<file path="config.mk">
export PLATFORM = sky130hd
export DESIGN_NAME = iplc_regs
export DESIGN_NICKNAME = d
export VERILOG_FILES = /design/src/design/iplc_pkg.sv /design/src/design/iplc_decode.sv /design/src/design/iplc_regs.sv
export SDC_FILE = /design/constraint.sdc
export NUM_CORES = 1
export LEC_CHECK = 0
export ABC_AREA = 1
export BUFFER_PORTS_ARGS = -buffer_cell sky130_fd_sc_hd__buf_4
export CAP_MARGIN = 20
export CORE_ASPECT_RATIO = 0.5
export CORE_MARGIN = 1.5
export CORE_UTILIZATION = 60
export CTS_BUF_LIST = sky130_fd_sc_hd__clkbuf_8 sky130_fd_sc_hd__clkbuf_16
export DETAILED_ROUTE_END_ITERATION = 6
export HOLD_SLACK_MARGIN = 0.02
export PLACE_DENSITY = 0.83
export SYNTH_ARGS = -nofsm -noshare
export SYNTH_HDL_FRONTEND = slang
export SYNTH_SLANG_ARGS = --single-unit
</file>
<file path="constraint.sdc">
create_clock -name i_sys_clk -period 4.18 [get_ports i_sys_clk]
set_input_delay 0.209 -clock i_sys_clk [delete_from_list [all_inputs] [get_ports i_sys_clk]]
set_output_delay 0.209 -clock i_sys_clk [all_outputs]
set_load 0.05 [all_outputs]
</file>
<file path="src/design/iplc_pkg.sv">
// package: register map, field layout and control carriers of the input loop
package iplc_pkg;

  localparam int unsigned IPLC_AW = 10;
  localparam int unsigned IPLC_DW = 8;

  // register offsets
  localparam logic [9:0] IPLC_OFF_READBACK_SEL  = 10'h004;
  localparam logic [9:0] IPLC_OFF_LOOP_RSVD     = 10'h015;
  localparam logic [9:0] IPLC_OFF_FB_DIV_LOW    = 10'h016;
  localparam logic [9:0] IPLC_OFF_FB_DIV_HIGH   = 10'h017;
  localparam logic [9:0] IPLC_OFF_CP_CURRENT    = 10'h018;
  localparam logic [9:0] IPLC_OFF_CP_MODE_BKL   = 10'h019;
  localparam logic [9:0] IPLC_OFF_RX_CONTROL    = 10'h01A;
  localparam logic [9:0] IPLC_OFF_FB_PATH_MODE  = 10'h01B;

  // writable-bit masks; reserved bits hold zero
  localparam logic [7:0] IPLC_MASK_READBACK_SEL = 8'h01;
  localparam logic [7:0] IPLC_MASK_FB_DIV_LOW   = 8'hFF;
  localparam logic [7:0] IPLC_MASK_FB_DIV_HIGH  = 8'h03;
  localparam logic [7:0] IPLC_MASK_CP_CURRENT   = 8'hFF;
  localparam logic [7:0] IPLC_MASK_CP_MODE_BKL  = 8'h1F;
  localparam logic [7:0] IPLC_MASK_RX_CONTROL   = 8'hFF;
  localparam logic [7:0] IPLC_MASK_FB_PATH_MODE = 8'h3F;

  // reset values
  localparam logic [7:0] IPLC_RST_BYTE          = 8'h00;

  // field positions
  localparam int unsigned IPLC_BIT_CP_TRISTATE  = 7;
  localparam int unsigned IPLC_BIT_BKL_OVERRIDE = 4;
  localparam int unsigned IPLC_BIT_TEST_RX_EN   = 7;
  localparam int unsigned IPLC_BIT_SECOND_REFERENCE_INPUT_DIFF    = 6;
  localparam int unsigned IPLC_BIT_FIRST_REFERENCE_INPUT_DIFF    = 5;
  localparam int unsigned IPLC_BIT_SECOND_REFERENCE_INPUT_EN      = 4;
  localparam int unsigned IPLC_BIT_FIRST_REFERENCE_INPUT_EN      = 3;
  localparam int unsigned IPLC_BIT_RX_PD_CTRL   = 2;
  localparam int unsigned IPLC_BIT_OSC_NEG_SEL  = 1;
  localparam int unsigned IPLC_BIT_OSC_DIFF     = 0;
  localparam int unsigned IPLC_BIT_ZD_INTERNAL  = 5;
  localparam int unsigned IPLC_BIT_OSC_FEEDBACK = 4;
  localparam int unsigned IPLC_BIT_ZD_PIN_SEL   = 3;
  localparam int unsigned IPLC_BIT_ZD_DIFF      = 2;
  localparam int unsigned IPLC_BIT_SECOND_REFERENCE_INPUT_PIN_SEL = 1;
  localparam int unsigned IPLC_BIT_FIRST_REFERENCE_INPUT_PIN_SEL = 0;

  localparam logic [9:0] IPLC_DIV_ONE           = 10'h001;

  typedef enum logic [1:0] {
    IPLC_BKL_MIN  = 2'b00,
    IPLC_BKL_LOW  = 2'b01,
    IPLC_BKL_HIGH = 2'b10,
    IPLC_BKL_MAX  = 2'b11
  } iplc_bkl_e;

  typedef enum logic [1:0] {
    IPLC_CP_TRISTATE = 2'b00,
    IPLC_CP_UP       = 2'b01,
    IPLC_CP_DOWN     = 2'b10,
    IPLC_CP_NORMAL   = 2'b11
  } iplc_cp_mode_e;

  // serial-port side register access
  typedef struct packed {
    logic       wr;
    logic       rd;
    logic [9:0] addr;
    logic [7:0] wdata;
    logic       update;
  } iplc_req_s;

  // decoded controls driving the analog loop
  typedef struct packed {
    logic [9:0]    fb_divide;
    logic          cp_hiz;
    logic [6:0]    cp_current;
    iplc_cp_mode_e cp_mode;
    iplc_bkl_e     bkl_period;
    logic          test_rx_en;
    logic          first_reference_input_rx_en;
    logic          second_reference_input_rx_en;
    logic          first_reference_input_diff;
    logic          second_reference_input_diff;
    logic          first_reference_input_pin_neg;
    logic          second_reference_input_pin_neg;
    logic          osc_diff;
    logic          osc_pin_neg;
    logic          osc_feedback;
    logic          zd_rx_en;
    logic          zd_internal;
    logic          zd_diff;
    logic          zd_pin_sel;
  } iplc_ctrl_s;

endpackage : iplc_pkg

</file>
<file path="src/design/iplc_decode.sv">
// decoder: turns active register bytes into loop control fields
`timescale 1ns/1ns
module iplc_decode
  import iplc_pkg::*;
(
  input  wire logic [7:0] i_div_low,
  input  wire logic [7:0] i_div_high,
  input  wire logic [7:0] i_cp_cur,
  input  wire logic [7:0] i_cp_mode,
  input  wire logic [7:0] i_rx_ctl,
  input  wire logic [7:0] i_fb_mode,
  output iplc_ctrl_s      o_ctrl
);

  logic [9:0] raw_div;

  // combine the two divider bytes; zero is read as divide-by-one
  always_comb begin
    raw_div = {i_div_high[1:0], i_div_low};
    o_ctrl  = '0;
    o_ctrl.fb_divide  = (raw_div == 10'h000) ? IPLC_DIV_ONE : raw_div;
    o_ctrl.cp_hiz     = i_cp_cur[IPLC_BIT_CP_TRISTATE];
    o_ctrl.cp_current = i_cp_cur[6:0];
    o_ctrl.cp_mode    = iplc_cp_mode_e'(i_cp_mode[1:0]);
    // without override the period is pinned to high
    o_ctrl.bkl_period = i_cp_mode[IPLC_BIT_BKL_OVERRIDE]
                      ? iplc_bkl_e'(i_cp_mode[3:2])
                      : IPLC_BKL_HIGH;
    o_ctrl.test_rx_en = i_rx_ctl[IPLC_BIT_TEST_RX_EN];
    o_ctrl.first_reference_input_diff  = i_rx_ctl[IPLC_BIT_FIRST_REFERENCE_INPUT_DIFF];
    o_ctrl.second_reference_input_diff  = i_rx_ctl[IPLC_BIT_SECOND_REFERENCE_INPUT_DIFF];
    // per-receiver enables only count once power-down control is on
    o_ctrl.first_reference_input_rx_en = ~i_rx_ctl[IPLC_BIT_RX_PD_CTRL]
                      | i_rx_ctl[IPLC_BIT_FIRST_REFERENCE_INPUT_EN];
    o_ctrl.second_reference_input_rx_en = ~i_rx_ctl[IPLC_BIT_RX_PD_CTRL]
                      | i_rx_ctl[IPLC_BIT_SECOND_REFERENCE_INPUT_EN];
    o_ctrl.osc_diff    = i_rx_ctl[IPLC_BIT_OSC_DIFF];
    o_ctrl.osc_pin_neg = ~i_rx_ctl[IPLC_BIT_OSC_DIFF]
                       & i_rx_ctl[IPLC_BIT_OSC_NEG_SEL];
    o_ctrl.osc_feedback = i_fb_mode[IPLC_BIT_OSC_FEEDBACK];
    o_ctrl.zd_internal  = ~i_fb_mode[IPLC_BIT_OSC_FEEDBACK]
                        & i_fb_mode[IPLC_BIT_ZD_INTERNAL];
    o_ctrl.zd_rx_en     = ~i_fb_mode[IPLC_BIT_OSC_FEEDBACK]
                        & ~i_fb_mode[IPLC_BIT_ZD_INTERNAL];
    o_ctrl.zd_diff      = i_fb_mode[IPLC_BIT_ZD_DIFF];
    o_ctrl.zd_pin_sel   = ~i_fb_mode[IPLC_BIT_ZD_DIFF]
                        & i_fb_mode[IPLC_BIT_ZD_PIN_SEL];
    o_ctrl.first_reference_input_pin_neg = ~i_rx_ctl[IPLC_BIT_FIRST_REFERENCE_INPUT_DIFF]
                        & i_fb_mode[IPLC_BIT_FIRST_REFERENCE_INPUT_PIN_SEL];
    o_ctrl.second_reference_input_pin_neg = ~i_rx_ctl[IPLC_BIT_SECOND_REFERENCE_INPUT_DIFF]
                        & i_fb_mode[IPLC_BIT_SECOND_REFERENCE_INPUT_PIN_SEL];
  end

endmodule : iplc_decode

</file>
<file path="src/design/iplc_regs.sv">
// register bank for the input loop: buffer, active copy, readback, decode
`timescale 1ns/1ns
//////////////////////////////////////////////////////////////////////////////
module iplc_regs
  import iplc_pkg::*;
(
  input  wire logic       i_sys_clk,
  input  wire logic       i_reset_n,
  input  wire iplc_req_s  i_req,
  output iplc_ctrl_s      o_ctrl,
  output logic [7:0]      o_rdata,
  output logic            o_rvalid
);

  localparam int unsigned NREG = 7;  // buffered bytes loop_reserved_byte..feedback_path_receiver_mode

  typedef struct packed {
    logic [NREG-1:0][7:0] buf_r;
    logic [NREG-1:0][7:0] act_r;
    logic                 rb_sel;
    logic [7:0]           rdata;
    logic                 rvalid;
    iplc_ctrl_s           ctrl;
  } iplc_state_s;

  iplc_state_s state_q;
  iplc_state_s state_d;
  iplc_ctrl_s  dec_ctrl;

  //////////////////////////////////////////////////////////////////////////
  // per-entry write mask table
  function automatic logic [7:0] iplc_mask(input int unsigned idx);
    logic [7:0] m;
    m = 8'h00;
    unique case (idx)
      1: m = IPLC_MASK_FB_DIV_LOW;
      2: m = IPLC_MASK_FB_DIV_HIGH;
      3: m = IPLC_MASK_CP_CURRENT;
      4: m = IPLC_MASK_CP_MODE_BKL;
      5: m = IPLC_MASK_RX_CONTROL;
      6: m = IPLC_MASK_FB_PATH_MODE;
      default: m = 8'h00;  // reserved byte never stores
    endcase
    return m;
  endfunction : iplc_mask

  //////////////////////////////////////////////////////////////////////////
  // decode runs on the active copy so control only moves on update
  iplc_decode u_decode (
    .i_div_low  (state_q.act_r[1]),
    .i_div_high (state_q.act_r[2]),
    .i_cp_cur   (state_q.act_r[3]),
    .i_cp_mode  (state_q.act_r[4]),
    .i_rx_ctl   (state_q.act_r[5]),
    .i_fb_mode  (state_q.act_r[6]),
    .o_ctrl     (dec_ctrl)
  );

  //////////////////////////////////////////////////////////////////////////
  // next state: buffered writes, update copy, readback mux
  always_comb begin
    logic [9:0] idx;
    idx     = i_req.addr - IPLC_OFF_LOOP_RSVD;
    state_d = state_q;
    state_d.rvalid = i_req.rd;
    state_d.rdata  = IPLC_RST_BYTE;
    state_d.ctrl   = dec_ctrl;
    if (i_req.wr) begin
      if (i_req.addr == IPLC_OFF_READBACK_SEL) begin
        state_d.rb_sel = i_req.wdata[0];
      end
      for (int i = 0; i < NREG; i++) begin
        if (idx == 10'(i)) begin
          // reserved bits drop so they read back zero
          state_d.buf_r[i] = i_req.wdata & iplc_mask(i);
        end
      end
    end
    // update copies pending bytes; a write in the same cycle lands next time
    if (i_req.update) begin
      state_d.act_r = state_q.buf_r;
    end
    if (i_req.rd) begin
      if (i_req.addr == IPLC_OFF_READBACK_SEL) begin
        state_d.rdata = {7'h00, state_q.rb_sel};
      end
      for (int i = 0; i < NREG; i++) begin
        if (idx == 10'(i)) begin
          state_d.rdata = state_q.rb_sel ? state_q.buf_r[i]
                                         : state_q.act_r[i];
        end
      end
    end
  end

  //////////////////////////////////////////////////////////////////////////
  // single state register, synchronous reset to all-zero defaults
  always_ff @(posedge i_sys_clk) begin
    if (!i_reset_n) begin
      state_q <= '0;
    end else begin
      state_q <= state_d;
    end
  end

  assign o_ctrl   = state_q.ctrl;
  assign o_rdata  = state_q.rdata;
  assign o_rvalid = state_q.rvalid;
endmodule : iplc_regs

</file>
==> flow_summary.toml, run 1 <==
[sta]
hold_viol_final = 0
whs_ns = 0.111
slew_headroom_pct = 50.2
rsz0062_at_grt = "false"
skew_ns = 0.00541
tightest_slew_ns = 0.747
slew_violations = 0
finalCriticalPeriod_ns = 2.09
tns_ns = 0
clock.fmax_mhz = 477
setup_viol = 0
min_period_over_period_pct = 50.1

[route]
routed_wl_um = 12400
ant_nets = 0
vias = 4417
first_pass_iters = 5
wl_per_cell_um = 15.6
route.detailed.drc = 0
first_iter_violations = 436
vias_per_cell = 5.54

[yosys]
avgSynthCellArea_sq_um = 7.70
synthCells = 664
ys_types = 35
synth-simple-area-share_pct = 17.8
synth_seq_area_share_pct = 47.0
synth-seq-cells = 120
synth_top_family_by_area = "compound AO/OA/AOI/OAI gates"
synth_compound_area_share_pct = 19.4
yosys.area_share.xor_xnor_pct = 0
synth_fa_ha_area_share_pct = 0
synth_area_sq_um = 5110
synth.top_cell.area_share_pct = 47.0
synth.area.top_cells = "dfxtp_1 (47%), o21ai_0 (8.5%), a21oi_1 (8.2%)"
yosysTopAreaCell = "dfxtp_1"
synth_nets = 687
yosysWarnings = 0
muxShareOfSynthArea_pct = 0.196

[clocking]
clock-sinks = 120
htree_levels = 4
cts_buffers = 17
cts_hold_buffers = 0
cts_root_buf = "clkbuf_16"
clockBufferDepth = 2
cts_resized = 0
post_cts_buffers = 0
cts_tree = "done"
cts.reportedPaths.clkPinSlew_ns = 0.05
clock_latency_ns = 0.41

[setup_path]
critPathTopFamily = "simple AND/OR/NAND/NOR gates"
setup.worst_path.start_class = "input pin"
crit_path_max_incr_delay_ns = 0.52
cp-end-kind = "flip-flop"
worstSetupStartpoint = "i_req[11]"
crit_buf_inv = 2
slowest_stage = "nor3_2"
arrival_ns = 2.38
path_class = "in2reg"
cp_data_required_time_ns = 4.46
reg2reg_from = "state_q[45]"
path_cells = "buf_4 > inv_1 > nor2_1 > nand3_2 > nand4_1 > nand3b_2 > nor3_2 > nand2_1 > o21ai_0 > a21oi_1"
cp_max_fo = 12

[die]
fp-row-count = 23
initial_core_util_pct = 62.8
coreArea_sq_um = 8140
dieWidth_um = 134
io_pins = 68
die_area_sq_um = 9120
dieHeight_um = 68.3

[hold_path]
hold_path.class = "in2reg"
worstHoldStart = "i_req[7]"

[grt]
first_global_vias = 3810
grt_use_total_pct = 28.4
grt_max_degree = 85
overflow = 0
antenna_found_initial = 0
grt_pass1_wl_um = 19200

[power]
p_switching_w = 0.000660
p_leak_nw = 2.54
max-vdd-ir-drop_uv = 357
p_seq_share_pct = 40.0
p_per_area_nw_per_um2 = 505
p_int_w = 0.00232
swShare_pct = 22.1
clockPowerShare_pct = 52.9
pwr-share-comb_pct = 7.1

[run]
max_cap_violations = 0

[cells_and_area]
num_antenna_cells = 0
area_delta_synth_final_pct = 15.6
final_nets = 695
drive_above_1_share_pct = 16.8
fill_cells = 624
mostFrequentLayoutCell = "dfxtp_1"
most-common-layout-cells = "dfxtp_1 (120), nand2_1 (103), o21ai_0 (87)"

[place]
gp_congestion = 0.898
hpwl_um = 7910
io_buffer_count = 67

[run_status]
status = "complete, no violations"
layout make-up:
type                    instances  area (sq um)  share of cell area [%]
well taps                     112           140                    2.37
repair buffers                 68           510                    8.64
inverters                      78           293                    4.95
multi-input cells             387          1910                    32.3
clock inverters                 9           145                    2.46
flip-flops and latches        120          2400                    40.6
clock buffers                  23           508                    8.59
metal layers:
metal / vias to the layer above / share of wire (%) / track usage, %
met2: 218 / 44 / 44.0
li1: 2143 / - / -
met3: 30 / 9.2 / 8.89
met4: 0 / 2.0 / 12.5
met5: - / 0 / 0
met1: 2026 / 45 / 37.1
per-stage QoR:
step           setup slack [ns]  utilization (%)  std cells  total power, W  area (sq um)
2_1_floorplan              2.58                -        664         0.00137          5110
3_3_place_gp               1.98             64.6        765         0.00142          5260
3_5_place_dp               1.82             64.6        765         0.00142          5260
4_1_cts                    2.12             72.6        797         0.00299          5910
5_1_grt                    1.90             72.6        797         0.00306          5910
6_report                   2.09             72.6        797         0.00298          5910
cell usage after synthesis (all sizes together):
master	number
a211oi	3
nor4	3
o21ai	91
dlygate4sd1	1
a21oi	85
nor3	9
inv	77
clkbuf	26
nand4	7
nand2b	1
nor3b	1
clkinv	1
dfxtp	120
a22oi	1
nor2	37
mux2i	1
buf	52
o211ai	9
nand2	107
nand3b	4
nand3	28
registers in the layout, summed over array words and instances, names as in the netlist:
register / cells
state_q: 75
o_ctrl: 36
o_rdata: 8
o_rvalid: 1
worst reg2reg max path, stage by stage (launching register included):
cell and delay [ns]:
dfxtp_1 0.33, clkinv_1 0.53, nand2_1 0.21, o21ai_0 0.10, nand2_1 0.08, nand2_1 0.08
nand3b_1 0.19, nor2_1 0.14, nor2_1 0.05
final timing paths:
| kind | end | slack (ns) | cells past startpoint |
|---|---|---|---|
| setup / recovery | state_q[115] | 2.09 | 10 |
| hold / removal | state_q[148] | 0.11 | 3 |
| setup reg to reg | o_rdata[3] | 2.35 | 8 |
| hold reg to reg | o_ctrl[20] | 0.44 | 2 |
logic make-up after synthesis:
group                  after synthesis
AND/OR/NAND/NOR                    197
AO/OA/AOI/OAI                      189
buffers and inverters              157
flip-flops                         120
multiplexers                         1
power by group through the flow:
stage / sequential (W) / combinational [W] / clock, W
4_1_cts: 0.00119 / 0.000208 / 0.00158
3_3_place_gp: 0.00122 / 0.000201 / 0
5_1_grt: 0.00120 / 0.000227 / 0.00164
6_report: 0.00119 / 0.000211 / 0.00158
2_1_floorplan: 0.00121 / 0.000158 / 0
3_5_place_dp: 0.00122 / 0.000205 / 0
Note: power is estimated with default switching activity, not from simulation.
==> run 2, diff against run 1 <==
--- a/config.mk
+++ b/config.mk
@@ -10,11 +10,11 @@
 export CAP_MARGIN = 20
 export CORE_ASPECT_RATIO = 0.5
 export CORE_MARGIN = 1.5
-export CORE_UTILIZATION = 60
+export CORE_UTILIZATION = 57
 export CTS_BUF_LIST = sky130_fd_sc_hd__clkbuf_8 sky130_fd_sc_hd__clkbuf_16
 export DETAILED_ROUTE_END_ITERATION = 6
 export HOLD_SLACK_MARGIN = 0.02
-export PLACE_DENSITY = 0.83
+export PLACE_DENSITY = 0.79
 export SYNTH_ARGS = -nofsm -noshare
 export SYNTH_HDL_FRONTEND = slang
 export SYNTH_SLANG_ARGS = --single-unit
==> constraint.sdc (replaced) <==
create_clock -name i_sys_clk -period 2 [get_ports i_sys_clk]
set_input_delay 0.1 -clock i_sys_clk [delete_from_list [all_inputs] [get_ports i_sys_clk]]
set_output_delay 0.1 -clock i_sys_clk [all_outputs]
set_load 0.05 [all_outputs]
==> run 2 against run 1 <==
Clock power rose by 100%. Global-route usage fell by 1.4 points. Clock-buffer cell count is 3 lower. Register-to-register slack got worse by 2.0 ns. Clock skew up 0.0032 ns. Worst setup slack got worse by 1.7 ns. Sequential share of layout area fell by 0.78 points. Cell count rose by 2.5%. Combinational power is 120% higher. Critical path type is now reg2reg.
==> flow_summary.toml, run 2 (synthesis gave the netlist of run 1 again) <==
[cells_and_area]
final_nets = 711
largest-register = "state_q"
area_delta_synth_final_pct = 17.9
most-common-layout-cells = "dfxtp_1 (120), nand2_1 (103), o21ai_0 (87)"
drive_above_1_share_pct = 17.4
largest_reg_flops = 75
fin_area_sq_um = 6030
mostFrequentLayoutCell = "dfxtp_1"
num_antenna_cells = 0

[clocking]
clockBufferDepth = 2
cts_root_buf = "clkbuf_16"
htree_levels = 4
clock_latency_ns = 0.41
post_cts_buffers = 0
cts_buffers = 17
cts_tree = "done"
cts.reportedPaths.clkPinSlew_ns = 0.05
cts_resized = 0
cts_hold_buffers = 8
clock-sinks = 120

[setup_path]
setup.worst_path.start_class = "flip-flop"
path_cells = "buf_4 > clkinv_1 > buf_4 > o211ai_1 > nand4_1 > nand2_1 > inv_1"
slowest_stage = "dfxtp_1"
reg2reg_from = "state_q[45]"
path_class = "reg2reg"
crit_path_max_incr_delay_ns = 0.32
cp_max_fo = 20
cp-end-kind = "flip-flop"
worstSetupStartpoint = "state_q[45]"
arrival_ns = 1.91
crit_path_frequent_cell = "buf_4"
cp_data_required_time_ns = 2.31

[route]
routed-wl-met3_um = 975
vias = 4382
met2_length_um = 5320
wl_met1_um = 5680
routed_wl_um = 12200
first_iter_violations = 425
routed.top_layer = "met4"
ant_nets = 0
wl_per_cell_um = 14.9
vias_per_cell = 5.36
route.detailed.drc = 0
first_pass_iters = 5

[die]
initial_core_util_pct = 58.7
coreArea_sq_um = 8710
fp-row-count = 24
die_area_sq_um = 9580
dieWidth_um = 137
dieHeight_um = 70.0
io_pins = 68

[sta]
skew_ns = 0.00864
tns_ns = 0
hold_viol_final = 0
rsz0062_at_grt = "false"
clock.fmax_mhz = 624
slew_violations = 0
setup_viol = 0
slew_headroom_pct = 46.8
min_period_over_period_pct = 80.1
finalCriticalPeriod_ns = 1.60
tightest_slew_ns = 0.797

[place]
dpl_cell_area_sq_um = 5320
hpwl_um = 8000
gp_congestion = 0.868
io_buffer_count = 67

[power]
p_int_w = 0.00476
clockPowerShare_pct = 52.0
p_seq_share_pct = 40.6
max-vdd-ir-drop_uv = 694
p_switching_w = 0.00139
p_per_area_nw_per_um2 = 1020
pwr-share-comb_pct = 7.4
p_leak_nw = 2.60
swShare_pct = 22.6

[hold_path]
worstHoldStart = "i_req[19]"
hold_path.class = "in2reg"

[run_status]
status = "complete, no violations"

[grt]
antenna_found_initial = 0
first_global_vias = 3922
grt_pass1_wl_um = 19500
grt_max_degree = 54
grt_use_total_pct = 26.9
overflow = 0

[run]
max_cap_violations = 0
## run 2: cell count changes in the layout (fill, tap and decap cells not counted), sizes merged
cell	before	now
buf	68	76
dlygate4sd3	0	8
clkbuf	23	20
clkinv	3	5
## run 2: area by class of cell
type / instances / area, sq um
well taps: 117 / 146
clock inverters: 11 / 155
flip-flops and latches: 120 / 2400
clock buffers: 20 / 467
fillers: 722 / 2680
repair buffers: 84 / 651
inverters: 78 / 293
multi-input cells: 387 / 1910
## run 2: through the flow
stage                     power, W  hold WS (ns)  setup WS [ns]  cells  utilization [%]
after floorplan            0.00287         0.249          0.505    664                -
after global placement     0.00297         0.399          0.178    778             61.1
after detailed placement   0.00298         0.405          0.124    778             61.1
after CTS                  0.00615        0.0661          0.421    817             69.2
after global routing       0.00632        0.0941          0.245    817             69.2
final                      0.00615        0.0786          0.398    817             69.2
## run 2: power groups by stage
stage / logic [W] / clock network (W) / registers, W
5_1_grt: 0.000492 / 0.00333 / 0.00250
3_3_place_gp: 0.000427 / 0 / 0.00254
2_1_floorplan: 0.000330 / 0 / 0.00254
4_1_cts: 0.000451 / 0.00321 / 0.00249
3_5_place_dp: 0.000433 / 0 / 0.00254
6_report: 0.000455 / 0.00320 / 0.00250
## run 2: layer usage
metal	vias to the layer above	track usage, %
li1	2174	-
met1	1988	37.8
met2	196	38.7
met3	24	8.57
met4	0	9.94
met5	-	0
## run 2: critical path: cells and delay by family, from the launching register on
family / cells / cell delay (ns)
AOI/OAI and AO/OA: 1 / 0.22
buffers and inverters: 4 / 0.69
DFF: 1 / 0.32
and+or+nand+nor: 2 / 0.27
## run 2: final timing paths
path | endpoint | slack (ns) | depth (start not counted)
hold reg to reg | o_ctrl[15] | 0.44 | 1
setup / recovery | o_rdata[0] | 0.40 | 7
hold / removal | o_rdata[2] | 0.08 | 3
setup reg to reg | o_rdata[0] | 0.40 | 7
==> run 3, diff against run 2 <==
==> constraint.sdc (replaced) <==
create_clock -name i_sys_clk -period 1.62 [get_ports i_sys_clk]
set_input_delay 0.081 -clock i_sys_clk [delete_from_list [all_inputs] [get_ports i_sys_clk]]
set_output_delay 0.081 -clock i_sys_clk [all_outputs]
set_load 0.05 [all_outputs]
==> run 3 against run 2 <==
Utilization up 2.4 points. Via count up 2.9%. Cell count up 2.4%. Hold slack worse by 0.037 ns. Global-route usage up 1.1 points. Combinational power up 31%. Flip-flop and latch count unchanged. Cell area up 3.5%. Power up 27%. Clock skew down 0.0021 ns. Sequential power up 23%. Sequential share of layout area down 1.3 points. Largest cell class unchanged.
==> flow_summary.toml, run 3 (synthesis gave the netlist of run 1 again) <==
[die]
die_area_sq_um = 9580
fp-row-count = 24
io_pins = 68
coreArea_sq_um = 8710
dieHeight_um = 70.0
dieWidth_um = 137
initial_core_util_pct = 58.7

[place]
gp_congestion = 0.897
hpwl_um = 8550
io_buffer_count = 67

[cells_and_area]
post-route-util_pct = 71.6
mostFrequentLayoutCell = "dfxtp_1"
num_antenna_cells = 0
largest-register = "state_q"
fill_cells = 687
most-common-layout-cells = "dfxtp_1 (120), nand2_1 (103), buf_4 (96)"
largest_reg_flops = 75
final_nets = 732
drive_above_1_share_pct = 20.3
area_delta_synth_final_pct = 22.0

[sta]
setup_viol = 0
clock.fmax_mhz = 659
slew_headroom_pct = 54.4
hold_viol_final = 0
tightest_slew_ns = 0.683
finalCriticalPeriod_ns = 1.52
min_period_over_period_pct = 93.7
slew_violations = 0
skew_ns = 0.00654
rsz0062_at_grt = "false"
whs_ns = 0.0411

[route]
wl_per_cell_um = 15.2
routed.top_layer = "met4"
routed-wl-met3_um = 1170
vias = 4511
ant_nets = 0
first_pass_iters = 5
wl_met1_um = 5830
vias_per_cell = 5.39
routed_wl_um = 12800
route.detailed.drc = 0
met2_length_um = 5520
first_iter_violations = 500

[grt]
grt_pass1_wl_um = 20400
first_global_vias = 4224
grt_use_total_pct = 28.0
grt_max_degree = 54
antenna_found_initial = 0
overflow = 0

[power]
max-vdd-ir-drop_uv = 851
pwr-share-comb_pct = 7.6
clockPowerShare_pct = 53.0
swShare_pct = 22.0
p_int_w = 0.00610
p_seq_share_pct = 39.4
p_leak_nw = 2.71
p_per_area_nw_per_um2 = 1250
p_switching_w = 0.00172

[clocking]
htree_levels = 4
cts_buffers = 17
cts_tree = "done"
clock-sinks = 120
clockBufferDepth = 2
cts_root_buf = "clkbuf_16"
post_cts_buffers = 0
clock_latency_ns = 0.41
cts.reportedPaths.clkPinSlew_ns = 0.05

[hold_path]
hold_path.class = "in2reg"

[setup_path]
r2r_slack_ns = 0.10
cp_data_required_time_ns = 1.93
cp-end-kind = "flip-flop"
cp_max_fo = 22
setup.worst_path.start_class = "flip-flop"
path_class = "reg2reg"
arrival_ns = 1.83

[run_status]
status = "complete, no violations"

[run]
max_cap_violations = 0
run 3: area by class of cell:
type                       instances  area (sq um)  share of cell area (%)
sequential                       120          2400                    38.5
tap                              117           146                    2.35
clock buffer                      21           480                    7.70
inverter                          78           293                    4.70
clock inverter                     9           171                    2.75
multi-input combinational        387          1910                    30.7
timing repair buffer             105           831                    13.3
run 3: worst max-delay path: stages, from the launching register on:
cell and delay [ns]:
dfxtp_1 0.47, buf_12 0.19, o21ai_0 0.10, nand3_1 0.09, nand3_1 0.07, nor2_1 0.18, nand4_1 0.17, nand2_1 0.09
inv_1 0.04
run 3: timing repair:
action | 4_1_cts | 5_1_grt
setup endpoints to repair | 0 | 4
resized for setup | 0 | 1
endpoints found under the hold margin | 21 | 0
hold buffers | 7 | 0
run 3: final timing paths:
| check | start | endpoint | depth (start not counted) |
|---|---|---|---|
| worst min register to register | state_q[82] | o_ctrl[15] | 1 |
| worst min-delay path | i_reset_n | o_ctrl[1] | 3 |
| worst max-delay path | state_q[45] | o_rdata[0] | 8 |
| worst max register to register | state_q[45] | o_rdata[0] | 8 |
run 3: power groups by stage:
stage          clock, W  combinational, W  sequential [W]
6_report        0.00415          0.000598         0.00308
5_1_grt         0.00432          0.000646         0.00309
4_1_cts         0.00417          0.000592         0.00308
3_5_place_dp          0          0.000571         0.00314
3_3_place_gp          0          0.000563         0.00314
2_1_floorplan         0          0.000407         0.00313
run 3: stage by stage:
stage                     TNS, ns  setup slack (ns)  instance area, sq um  cells  power (W)
after floorplan                 0             0.144                  5110    664    0.00354
after global placement      -1.12            -0.125                  5510    800    0.00370
after detailed placement    -2.73            -0.189                  5510    800    0.00371
after CTS                       0            0.0556                  6240    837    0.00784
after global routing            0            0.0152                  6240    837    0.00805
final                           0             0.102                  6240    837    0.00782
run 3: layer usage:
metal	GRT usage (%)	vias up
met3	8.06	31
met4	10.4	0
met5	0	-
met1	38.5	2068
met2	41.9	197
li1	-	2215
